--- config.mk ---
export PLATFORM = sky130hd
export DESIGN_NAME = pcsf_flags
export DESIGN_NICKNAME = d
export VERILOG_FILES = /design/src/design/pcsf_pkg.sv /design/src/design/pcsf_flags.sv
export SDC_FILE = /design/constraint.sdc
export NUM_CORES = 1
export LEC_CHECK = 0
export BUFFER_PORTS_ARGS = -buffer_cell sky130_fd_sc_hd__buf_2
export CAP_MARGIN = 20
export CORE_MARGIN = 3
export CORE_UTILIZATION = 45
export CTS_BUF_LIST = sky130_fd_sc_hd__clkbuf_16
export DETAILED_ROUTE_END_ITERATION = 8
export PLACE_DENSITY_LB_ADDON = 0.2
export SKIP_CTS_REPAIR_TIMING = 1
export SLEW_MARGIN = 40
export SYNTH_ARGS = -nofsm -noshare
export SYNTH_HDL_FRONTEND = slang
export SYNTH_SLANG_ARGS = --single-unit
--- constraint.sdc ---
create_clock -name ref_clk -period 3.1 [get_ports ref_clk]
set_input_delay 0.155 -clock ref_clk [delete_from_list [all_inputs] [get_ports ref_clk]]
set_output_delay 0.155 -clock ref_clk [all_outputs]
set_load 0.01 [all_outputs]
--- src/design/pcsf_pkg.sv ---
// Package of offsets, field positions, encodings and reset values for the charger status flags.
`default_nettype none

package pcsf_pkg;

    // Register offsets on the register port.
    localparam logic [7:0] PCSF_OFF_FAULT   = 8'h10;
    localparam logic [7:0] PCSF_OFF_EVENT   = 8'h11;
    localparam logic [7:0] PCSF_OFF_MATCH1  = 8'h12;
    localparam logic [7:0] PCSF_OFF_MATCH2  = 8'h13;

    // Fault flag register fields.
    localparam int PCSF_FLT_ERR  = 7;
    localparam int PCSF_FLT_OVL  = 0;

    // Event status register fields.
    localparam int PCSF_EVT_QUOTA  = 7;
    localparam int PCSF_EVT_CCREG  = 4;
    localparam int PCSF_EVT_THERM  = 3;
    localparam int PCSF_EVT_LOWCUR = 2;
    localparam int PCSF_EVT_UNPLUG = 1;
    localparam int PCSF_EVT_PLUG   = 0;

    // Primary charger match register fields.
    localparam int PCSF_M1_NOHS = 7;
    localparam int PCSF_M1_UVLO = 4;
    localparam int PCSF_M1_USER_PROFILE_HANDSHAKE = 3;
    localparam int PCSF_M1_DCP  = 2;
    localparam int PCSF_M1_CDP  = 1;
    localparam int PCSF_M1_PT   = 0;

    // Legacy match register: profile n sits at bit n-1, profiles 3 to 7.
    localparam int PCSF_LEG_LO = 2;
    localparam int PCSF_LEG_HI = 6;
    localparam int PCSF_LEG_N  = 5;

    // Quota action encodings.
    localparam logic [1:0] PCSF_QA_REPORT      = 2'h0;
    localparam logic [1:0] PCSF_QA_REPORT_DISC = 2'h1;
    localparam logic [1:0] PCSF_QA_DISC_SLEEP  = 2'h2;
    localparam logic [1:0] PCSF_QA_IGNORE      = 2'h3;

    // Current limiting mode encodings.
    localparam logic PCSF_LIMIT_TRIP  = 1'b0;
    localparam logic PCSF_LIMIT_CONST = 1'b1;

    // Reset values.
    localparam logic [7:0] PCSF_RST_REG  = 8'h00;
    localparam logic       PCSF_RST_PIN_N = 1'b1;

    typedef struct packed {
        logic       err;
        logic       ovl;
        logic [7:0] evt;
        logic [7:0] match1;
        logic [7:0] match2;
        logic       pt_armed;
        logic       m1_prev;
        logic       attach_n;
        logic       alert_n;
        logic       hs_switch;
        logic       limit_mode;
        logic       hold_off;
        logic [7:0] rdata;
    } pcsf_state_t;

endpackage

`default_nettype wire

--- src/design/pcsf_flags.sv ---
// Status flag bank of the port power controller: fault, event and charger match registers.
`default_nettype none

module pcsf_flags
    import pcsf_pkg::*;
(
    input  wire logic       ref_clk,
    input  wire logic       resetn,
    // Register port from the serial interface engine.
    input  wire logic [7:0] reg_addr,
    input  wire logic       reg_rd,
    input  wire logic       reg_wr,
    input  wire logic [7:0] reg_wdata,
    output logic [7:0]      reg_rdata,
    // Analog comparators and fault sources.
    input  wire logic       ibus_over_limit,
    input  wire logic       ibus_over_r2min,
    input  wire logic [5:0] other_fault_bits,
    input  wire logic       other_fault_event,
    input  wire logic       auto_recovery_en,
    input  wire logic       port_power_enable,
    input  wire logic       supply_below_uvlo,
    input  wire logic       temp_over_reg,
    input  wire logic       near_idle_current,
    // Charge rationing.
    input  wire logic       quota_reached,
    input  wire logic [1:0] quota_action,
    input  wire logic       quota_clear,
    input  wire logic       quota_enable,
    // Alert configuration.
    input  wire logic       alert_mask,
    input  wire logic       alert_link,
    // Attach and removal detection.
    input  wire logic       plug_in_event,
    input  wire logic       unplug_event,
    // Mode selection and emulation sequencer.
    input  wire logic       active_mode_change,
    input  wire logic       passthrough_mode,
    input  wire logic       mode_select_first,
    input  wire logic       dedicated_emulation_cycle,
    input  wire logic       profile_applied,
    input  wire logic       no_handshake_event,
    input  wire logic       user_profile_handshake,
    input  wire logic       dcp_accept,
    input  wire logic       cdp_handshake,
    input  wire logic [4:0] legacy_handshake,
    input  wire logic       dedicated_cycle_switch_setting,
    input  wire logic       custom_switch_setting,
    input  wire logic       custom_limit_mode,
    // Outputs.
    output logic            error_state,
    output logic            alert_pin_n_o,
    output logic            alert_pin_n_oe,
    output logic            attach_detect_pin_n_o,
    output logic            attach_detect_pin_n_oe,
    output logic            port_switch_hold_off,
    output logic            hs_switch_closed,
    output logic            limit_mode
);

    function automatic logic addr_hit(input logic [7:0] addr, input logic [7:0] off);
        addr_hit = (addr == off);
    endfunction

    function automatic logic quota_notifies(input logic [1:0] act);
        quota_notifies = (act == PCSF_QA_REPORT) || (act == PCSF_QA_REPORT_DISC);
    endfunction

    pcsf_state_t st_ff;
    pcsf_state_t nxt_st;

    logic ov_cond;
    logic rd_fault;
    logic rd_event;
    logic err_wr_zero;
    logic err_may_clear;
    logic err_clear;
    logic prof_clear;
    logic m1_toggle;
    logic pt_set;
    logic nohs_set;
    logic alert_req;
    logic [4:0] leg_set;

    always_comb
    begin
        nxt_st        = st_ff;
        ov_cond       = ibus_over_limit && ibus_over_r2min;
        rd_fault      = reg_rd && addr_hit(reg_addr, PCSF_OFF_FAULT);
        rd_event      = reg_rd && addr_hit(reg_addr, PCSF_OFF_EVENT);
        err_wr_zero   = reg_wr && addr_hit(reg_addr, PCSF_OFF_FAULT) && !reg_wdata[PCSF_FLT_ERR];
        err_may_clear = !ov_cond && !other_fault_event && (other_fault_bits == 6'h00);
        err_clear     = 1'b0;
        prof_clear    = !port_power_enable || active_mode_change || unplug_event;
        m1_toggle     = (mode_select_first != st_ff.m1_prev);
        leg_set       = legacy_handshake & {PCSF_LEG_N{dedicated_emulation_cycle}};

        // A new fault always wins over any clearing path in the same cycle.
        if (ov_cond || other_fault_event)
        begin
            nxt_st.err = 1'b1;
        end
        else if (!port_power_enable)
        begin
            nxt_st.err = 1'b0;
            err_clear  = st_ff.err;
        end
        else if ((err_wr_zero || auto_recovery_en) && err_may_clear)
        begin
            nxt_st.err = 1'b0;
            err_clear  = st_ff.err;
        end

        if (ov_cond)
        begin
            nxt_st.ovl = 1'b1;
        end
        else if (rd_fault || err_clear)
        begin
            nxt_st.ovl = 1'b0;
        end

        // Clear-on-read bits, except CCREG which follows ibus_over_limit live: the read returns the old value, a same-cycle set survives.
        nxt_st.evt[PCSF_EVT_QUOTA] = quota_reached ||
            (st_ff.evt[PCSF_EVT_QUOTA] && !rd_event && !quota_clear && quota_enable);
        nxt_st.evt[6:5]             = 2'h0;
        nxt_st.evt[PCSF_EVT_CCREG]  = ibus_over_limit;
        nxt_st.evt[PCSF_EVT_THERM]  = temp_over_reg ||
            (st_ff.evt[PCSF_EVT_THERM] && !rd_event);
        nxt_st.evt[PCSF_EVT_LOWCUR] = near_idle_current ||
            (st_ff.evt[PCSF_EVT_LOWCUR] && !rd_event);
        nxt_st.evt[PCSF_EVT_UNPLUG] = unplug_event ||
            (st_ff.evt[PCSF_EVT_UNPLUG] && !rd_event);
        nxt_st.evt[PCSF_EVT_PLUG]   = plug_in_event ||
            (st_ff.evt[PCSF_EVT_PLUG] && !rd_event);

        // Attach wins over a removal reported in the same cycle.
        if (plug_in_event)
        begin
            nxt_st.attach_n = 1'b0;
        end
        else if (unplug_event)
        begin
            nxt_st.attach_n = 1'b1;
        end

        // Pass-through indication is armed by reset, a mode change or a first-select toggle only.
        nxt_st.m1_prev = mode_select_first;
        if (active_mode_change || m1_toggle)
        begin
            nxt_st.pt_armed = 1'b1;
        end
        else if (unplug_event)
        begin
            nxt_st.pt_armed = 1'b0;
        end
        pt_set = passthrough_mode && port_power_enable && st_ff.pt_armed && !unplug_event;

        nxt_st.match1[6:5] = 2'h0;
        nxt_st.match1[PCSF_M1_UVLO] = supply_below_uvlo;
        nxt_st.match1[PCSF_M1_USER_PROFILE_HANDSHAKE] = (user_profile_handshake && dedicated_emulation_cycle) ||
            (st_ff.match1[PCSF_M1_USER_PROFILE_HANDSHAKE] && !prof_clear);
        nxt_st.match1[PCSF_M1_DCP]  = dcp_accept ||
            (st_ff.match1[PCSF_M1_DCP] && !prof_clear);
        nxt_st.match1[PCSF_M1_CDP]  = cdp_handshake ||
            (st_ff.match1[PCSF_M1_CDP] && !prof_clear);
        nxt_st.match1[PCSF_M1_PT]   = pt_set ||
            (st_ff.match1[PCSF_M1_PT] && !prof_clear && passthrough_mode);

        nxt_st.match2[7] = 1'b0;
        nxt_st.match2[1:0] = 2'h0;
        nxt_st.match2[PCSF_LEG_HI:PCSF_LEG_LO] = leg_set |
            (st_ff.match2[PCSF_LEG_HI:PCSF_LEG_LO] & ~{PCSF_LEG_N{prof_clear}});

        // The no-handshake flag yields to any other indicator so the two never coexist.
        nohs_set = no_handshake_event && dedicated_emulation_cycle;
        if (nohs_set)
        begin
            nxt_st.match1[PCSF_M1_NOHS] = 1'b1;
        end
        else if (profile_applied)
        begin
            nxt_st.match1[PCSF_M1_NOHS] = 1'b0;
        end
        if ((nxt_st.match1[4:0] != 5'h00) || (nxt_st.match2 != PCSF_RST_REG))
        begin
            nxt_st.match1[PCSF_M1_NOHS] = 1'b0;
        end

        // Switch and limiting follow the strongest accepted profile.
        if (nxt_st.match1[PCSF_M1_CDP] || nxt_st.match1[PCSF_M1_PT])
        begin
            nxt_st.hs_switch  = 1'b1;
            nxt_st.limit_mode = PCSF_LIMIT_TRIP;
        end
        else if (nxt_st.match1[PCSF_M1_DCP])
        begin
            nxt_st.hs_switch  = dedicated_cycle_switch_setting;
            nxt_st.limit_mode = PCSF_LIMIT_CONST;
        end
        else if (nxt_st.match1[PCSF_M1_USER_PROFILE_HANDSHAKE])
        begin
            nxt_st.hs_switch  = custom_switch_setting;
            nxt_st.limit_mode = custom_limit_mode;
        end
        else if (nxt_st.match2[PCSF_LEG_HI:PCSF_LEG_LO] != 5'h00)
        begin
            nxt_st.hs_switch  = dedicated_cycle_switch_setting;
            nxt_st.limit_mode = custom_limit_mode;
        end
        else
        begin
            nxt_st.hs_switch  = 1'b0;
            nxt_st.limit_mode = PCSF_LIMIT_TRIP;
        end
        nxt_st.hold_off = supply_below_uvlo;

        // Alert looks at flags, not at the error state, and never at match or attach bits.
        alert_req = !alert_mask && (
            st_ff.ovl || (other_fault_bits != 6'h00) ||
            (st_ff.evt[PCSF_EVT_QUOTA] && quota_notifies(quota_action)) ||
            (alert_link && (st_ff.evt[PCSF_EVT_THERM] || st_ff.evt[PCSF_EVT_LOWCUR])));
        nxt_st.alert_n = !alert_req;

        nxt_st.rdata = PCSF_RST_REG;
        if (reg_rd)
        begin
            unique case (reg_addr)
                PCSF_OFF_FAULT:
                begin
                    nxt_st.rdata = {st_ff.err, other_fault_bits, st_ff.ovl};
                end
                PCSF_OFF_EVENT:  nxt_st.rdata = st_ff.evt;
                PCSF_OFF_MATCH1: nxt_st.rdata = st_ff.match1;
                PCSF_OFF_MATCH2: nxt_st.rdata = st_ff.match2;
                default:         nxt_st.rdata = PCSF_RST_REG;
            endcase
        end
    end

    always_ff @(posedge ref_clk or negedge resetn)
    begin
        if (!resetn)
        begin
            st_ff            <= '0;
            st_ff.pt_armed   <= 1'b1;
            st_ff.attach_n   <= PCSF_RST_PIN_N;
            st_ff.alert_n    <= PCSF_RST_PIN_N;
            st_ff.limit_mode <= PCSF_LIMIT_TRIP;
        end
        else
        begin
            st_ff <= nxt_st;
        end
    end

    assign reg_rdata              = st_ff.rdata;
    assign error_state            = st_ff.err;
    assign alert_pin_n_o          = 1'b0;
    assign alert_pin_n_oe         = !st_ff.alert_n;
    assign attach_detect_pin_n_o  = 1'b0;
    assign attach_detect_pin_n_oe = !st_ff.attach_n;
    assign port_switch_hold_off   = st_ff.hold_off;
    assign hs_switch_closed       = st_ff.hs_switch;
    assign limit_mode             = st_ff.limit_mode;
endmodule

`default_nettype wire

==> metrics.md <==
| Metric | Value |
|---|---|
| Status | complete, but fails checks |
| Failing checks | hold timing |
| Chip Width | 64.3 um |
| Maximum number of pins on one net before global-route repair | 34 |
| Clock period minus final worst setup slack | 1.51 ns |
| Cell Rows | 20 |
| WP data arrival | 1.66 ns |
| Initial detailed-routing violation count | 62 |
| Clock transition time at the flip-flop clock pins of the worst setup and hold paths | 0.05 ns |
| Total count of max-transition violations in the final report | 0 |
| Leakage power of the design | 1.00 nW |
| Top Ports | 76 |
| TritonRoute pass-1 iters | 4 |
| Initial Util | 48.5% |
| Fraction of final layout cells with drive strength greater than 1 | 43.0% |
| Pwr dens | 559 nW/um^2 |
| Overall overflow remaining after global route | 0 |
| Drt wl/cell | 14.4 um |
| Critical path data required time | 3.25 ns |
| Maximum clock rate | 663 MHz |
| Critical path fanouts, max | 6 |
| Number of clock buffers inserted by TritonCTS | 5 |
| DRC violation count after routing | 0 |
| Ratio of final minimum period to clock period | 48.6% |
| Wire length of the first global-routing pass | 5.71 mm |
| Setup repair after global routing missed its margin | false |
| Area used by multi-input combinational logic | 591 sq um |
| Share of Yosys cell area claimed by the top area cell type | 49.1% |
| Cell count after synthesis | 132 |
| Setup slack of the critical path after layout | 1.59 ns |
| Fill count | 266 |
| Library cell contributing the largest single delay on the critical path | sky130_fd_sc_hd__or4b_4 |
| Area growth syn-to-layout | 30.0% |
| Post-synthesis register bit count | 33 |
| Antenna diode count | 0 |
| Reg-to-reg setup timing slack | 1.72 ns |
| Die area | 4140 sq um |
| Clock tree from TritonCTS | yes |
| Instance count after placement with tap cells included | 229 |
| Setup violations, final | 0 |
| Cells on worst reg2reg path | 4 |
| Crit end category | register |
| Final wirelength | 3.40 mm |
| Transition time at the pin with the least slew margin | 0.718 ns |
| Commonest non-fill, non-tap cell in the layout | sky130_fd_sc_hd__buf_2 |
| Clk sink count | 33 |
| Number of warnings reported in the yosys synthesis log | 0 |
| Total routing resource utilization after global routing | 18.2% |
| Startpoint Class | input pin |
| Leading cell types by total area after synthesis | sky130_fd_sc_hd__dfrtp_1 (49%), sky130_fd_sc_hd__dfstp_2 (5.2%), sky130_fd_sc_hd__buf_4 (4.9%) |
| Total half-perimeter wirelength after legalization and detailed placement | 2.64 mm |
| Summed instance area of the synthesized netlist | 1530 sq um |
| CTS H-tree depth | 2 |
| Number of violations of the max-capacitance limit | 0 |
| Most used cells in the layout excluding fill and tap cells | sky130_fd_sc_hd__buf_2 (65), sky130_fd_sc_hd__dfrtp_1 (30), sky130_fd_sc_hd__nor2_1 (12) |
| Clk root buf | sky130_fd_sc_hd__clkbuf_16 |
| Core Region | 3150 sq um |
| Buffers plus inverters on the worst setup path | 1 |
| Cells traversed along the worst timing path | buf_2 -> or4b_4 -> nor3_4 -> nand4b_1 -> a41o_1 |
| Hold slack | -0.0613 ns |
| Cell type group with the largest total delay on the critical path | simple AND/OR/NAND/NOR gates |
| Setup TNS Final | 0 ns |
| Biggest area consumer among synthesized cells | sky130_fd_sc_hd__dfrtp_1 |
| Distinct cells, synth | 39 |
| Max stage delay on crit path | 0.53 ns |
| Post-synthesis average cell area | 11.6 sq um |
| Non-Filler Instances | 237 |
| Seq. cell area | 830 sq um |
| Launch point of the worst reg-to-reg path | st_ff[19] |
| Total power of the final layout | 1.11 mW |
| Number of hold violations in the final report | 30 |
| Vias | 1,220 |
| Number of nets in the layout | 252 |
| Hold crit path type | in2async |
| Avg Vias per Cell | 5.15 |
| Count of nets left with antenna violations after detail routing | 0 |
| Final GP Congestion | 0.813 |
| Peak supply drop | 0.352 mV |
| Chip Height | 64.3 um |
| Antenna violations before repair | 0 |
| Clock network latency to the later pin of the worst-skew pair | 0.27 ns |
| Worst reg2reg path endpoint | st_ff[30] |
| Sequential area share after synthesis | 54.2% |
| Clock Path Buffers | 2 |
| Largest clock skew in the final design | 0.00299 ns |
| Number of port buffers | 65 |
| Post-place setup slack | 1.32 ns |
| Slew HR | 52.1% |
| CP Class | in2reg |
| Via count of the first global-routing pass | 1,251 |
stage by stage:
stage | util [%] | area, sq um
6_report | 63.1 | 1990
5_1_grt | 63.1 | 1990
4_1_cts | 63.1 | 1990
3_5_place_dp | 57.9 | 1830
3_3_place_gp | 57.9 | 1830
2_1_floorplan | - | 1530
power by group:
part | internal [mW] | switching [mW] | total, mW | leakage [nW]
registers | 0.451 | 0.0117 | 0.463 | 0.396
clock network | 0.372 | 0.163 | 0.535 | 0.0826
logic | 0.0566 | 0.0569 | 0.114 | 0.527
total | 0.880 | 0.231 | 1.11 | 1.00
registers in the layout, summed over array words and instances, names as in the netlist:
register,flops
limit_mode,1
st_ff,22
hs_switch_closed,1
reg_rdata,8
error_state,1
cells in the mapped netlist:
cell and number:
sky130_fd_sc_hd__dfrtp_1 30, sky130_fd_sc_hd__nor2_1 12, sky130_fd_sc_hd__buf_4 10, sky130_fd_sc_hd__a21oi_1 7, sky130_fd_sc_hd__inv_1 7, sky130_fd_sc_hd__a21o_1 6, sky130_fd_sc_hd__a22o_1 6, sky130_fd_sc_hd__nand2_1 6
sky130_fd_sc_hd__and3_1 4, sky130_fd_sc_hd__mux2i_1 4, sky130_fd_sc_hd__dfstp_2 3, sky130_fd_sc_hd__mux4_2 3, sky130_fd_sc_hd__nand3_1 3, sky130_fd_sc_hd__a41o_1 2, sky130_fd_sc_hd__nand2b_1 2, sky130_fd_sc_hd__nor4_1 2
sky130_fd_sc_hd__nor4b_2 2, sky130_fd_sc_hd__o31ai_1 2, sky130_fd_sc_hd__a22oi_1 1, sky130_fd_sc_hd__a41oi_1 1, sky130_fd_sc_hd__buf_1 1, sky130_fd_sc_hd__buf_2 1, sky130_fd_sc_hd__clkbuf_1 1, sky130_fd_sc_hd__conb_1 1
sky130_fd_sc_hd__nand3b_1 1, sky130_fd_sc_hd__nand4b_1 1, sky130_fd_sc_hd__nor2b_1 1, sky130_fd_sc_hd__nor3_1 1, sky130_fd_sc_hd__nor3_4 1, sky130_fd_sc_hd__nor3b_2 1, sky130_fd_sc_hd__nor4bb_1 1, sky130_fd_sc_hd__o211ai_1 1
sky130_fd_sc_hd__o21ai_0 1, sky130_fd_sc_hd__o21ai_1 1, sky130_fd_sc_hd__o21bai_1 1, sky130_fd_sc_hd__o311ai_1 1, sky130_fd_sc_hd__or2_2 1, sky130_fd_sc_hd__or4b_4 1, sky130_fd_sc_hd__xnor2_1 1
area by class of cell:
class | count | area share [%]
Inverter | 7 | 1.32
Sequential cell | 33 | 41.7
Multi-Input combinational cell | 80 | 29.7
Tap cell | 44 | 2.77
Timing Repair Buffer | 65 | 16.4
Clock inverter | 3 | 1.89
Clock buffer | 5 | 6.29
logic make-up (layout without fill, tap and decap cells):
kind of cell	after synthesis	count (layout)	share of synthesized area, %
other	1	2	0.245
XOR/XNOR	1	1	0.572
AO/OA/AOI/OAI	30	30	14.2
multiplexers	7	7	7.03
flip-flops	33	33	54.2
AND/OR/NAND/NOR	40	40	16.3
buffers and inverters	20	80	7.44
routing by layer:
layer	wire length [um]	global-route usage (%)	vias up
met1	1360	23.0	568
met4	41	7.39	0
met2	1650	28.9	64
met3	349	5.98	5
li1	-	-	583
met5	0	0	-
worst max-delay path by stage:
stage | from | end | slack (ns) | depth (start not counted)
4_1_cts | reg_addr[5] | st_ff[38] | 1.60 | 5
2_1_floorplan | reg_addr[5] | st_ff[39] | 1.62 | 5
3_3_place_gp | reg_addr[5] | st_ff[38] | 1.34 | 5
5_1_grt | reg_addr[5] | st_ff[38] | 1.55 | 5
6_report | reg_addr[5] | st_ff[38] | 1.59 | 5
3_5_place_dp | reg_addr[5] | st_ff[38] | 1.32 | 5
No activity file was read; power rests on OpenSTA's default activity.
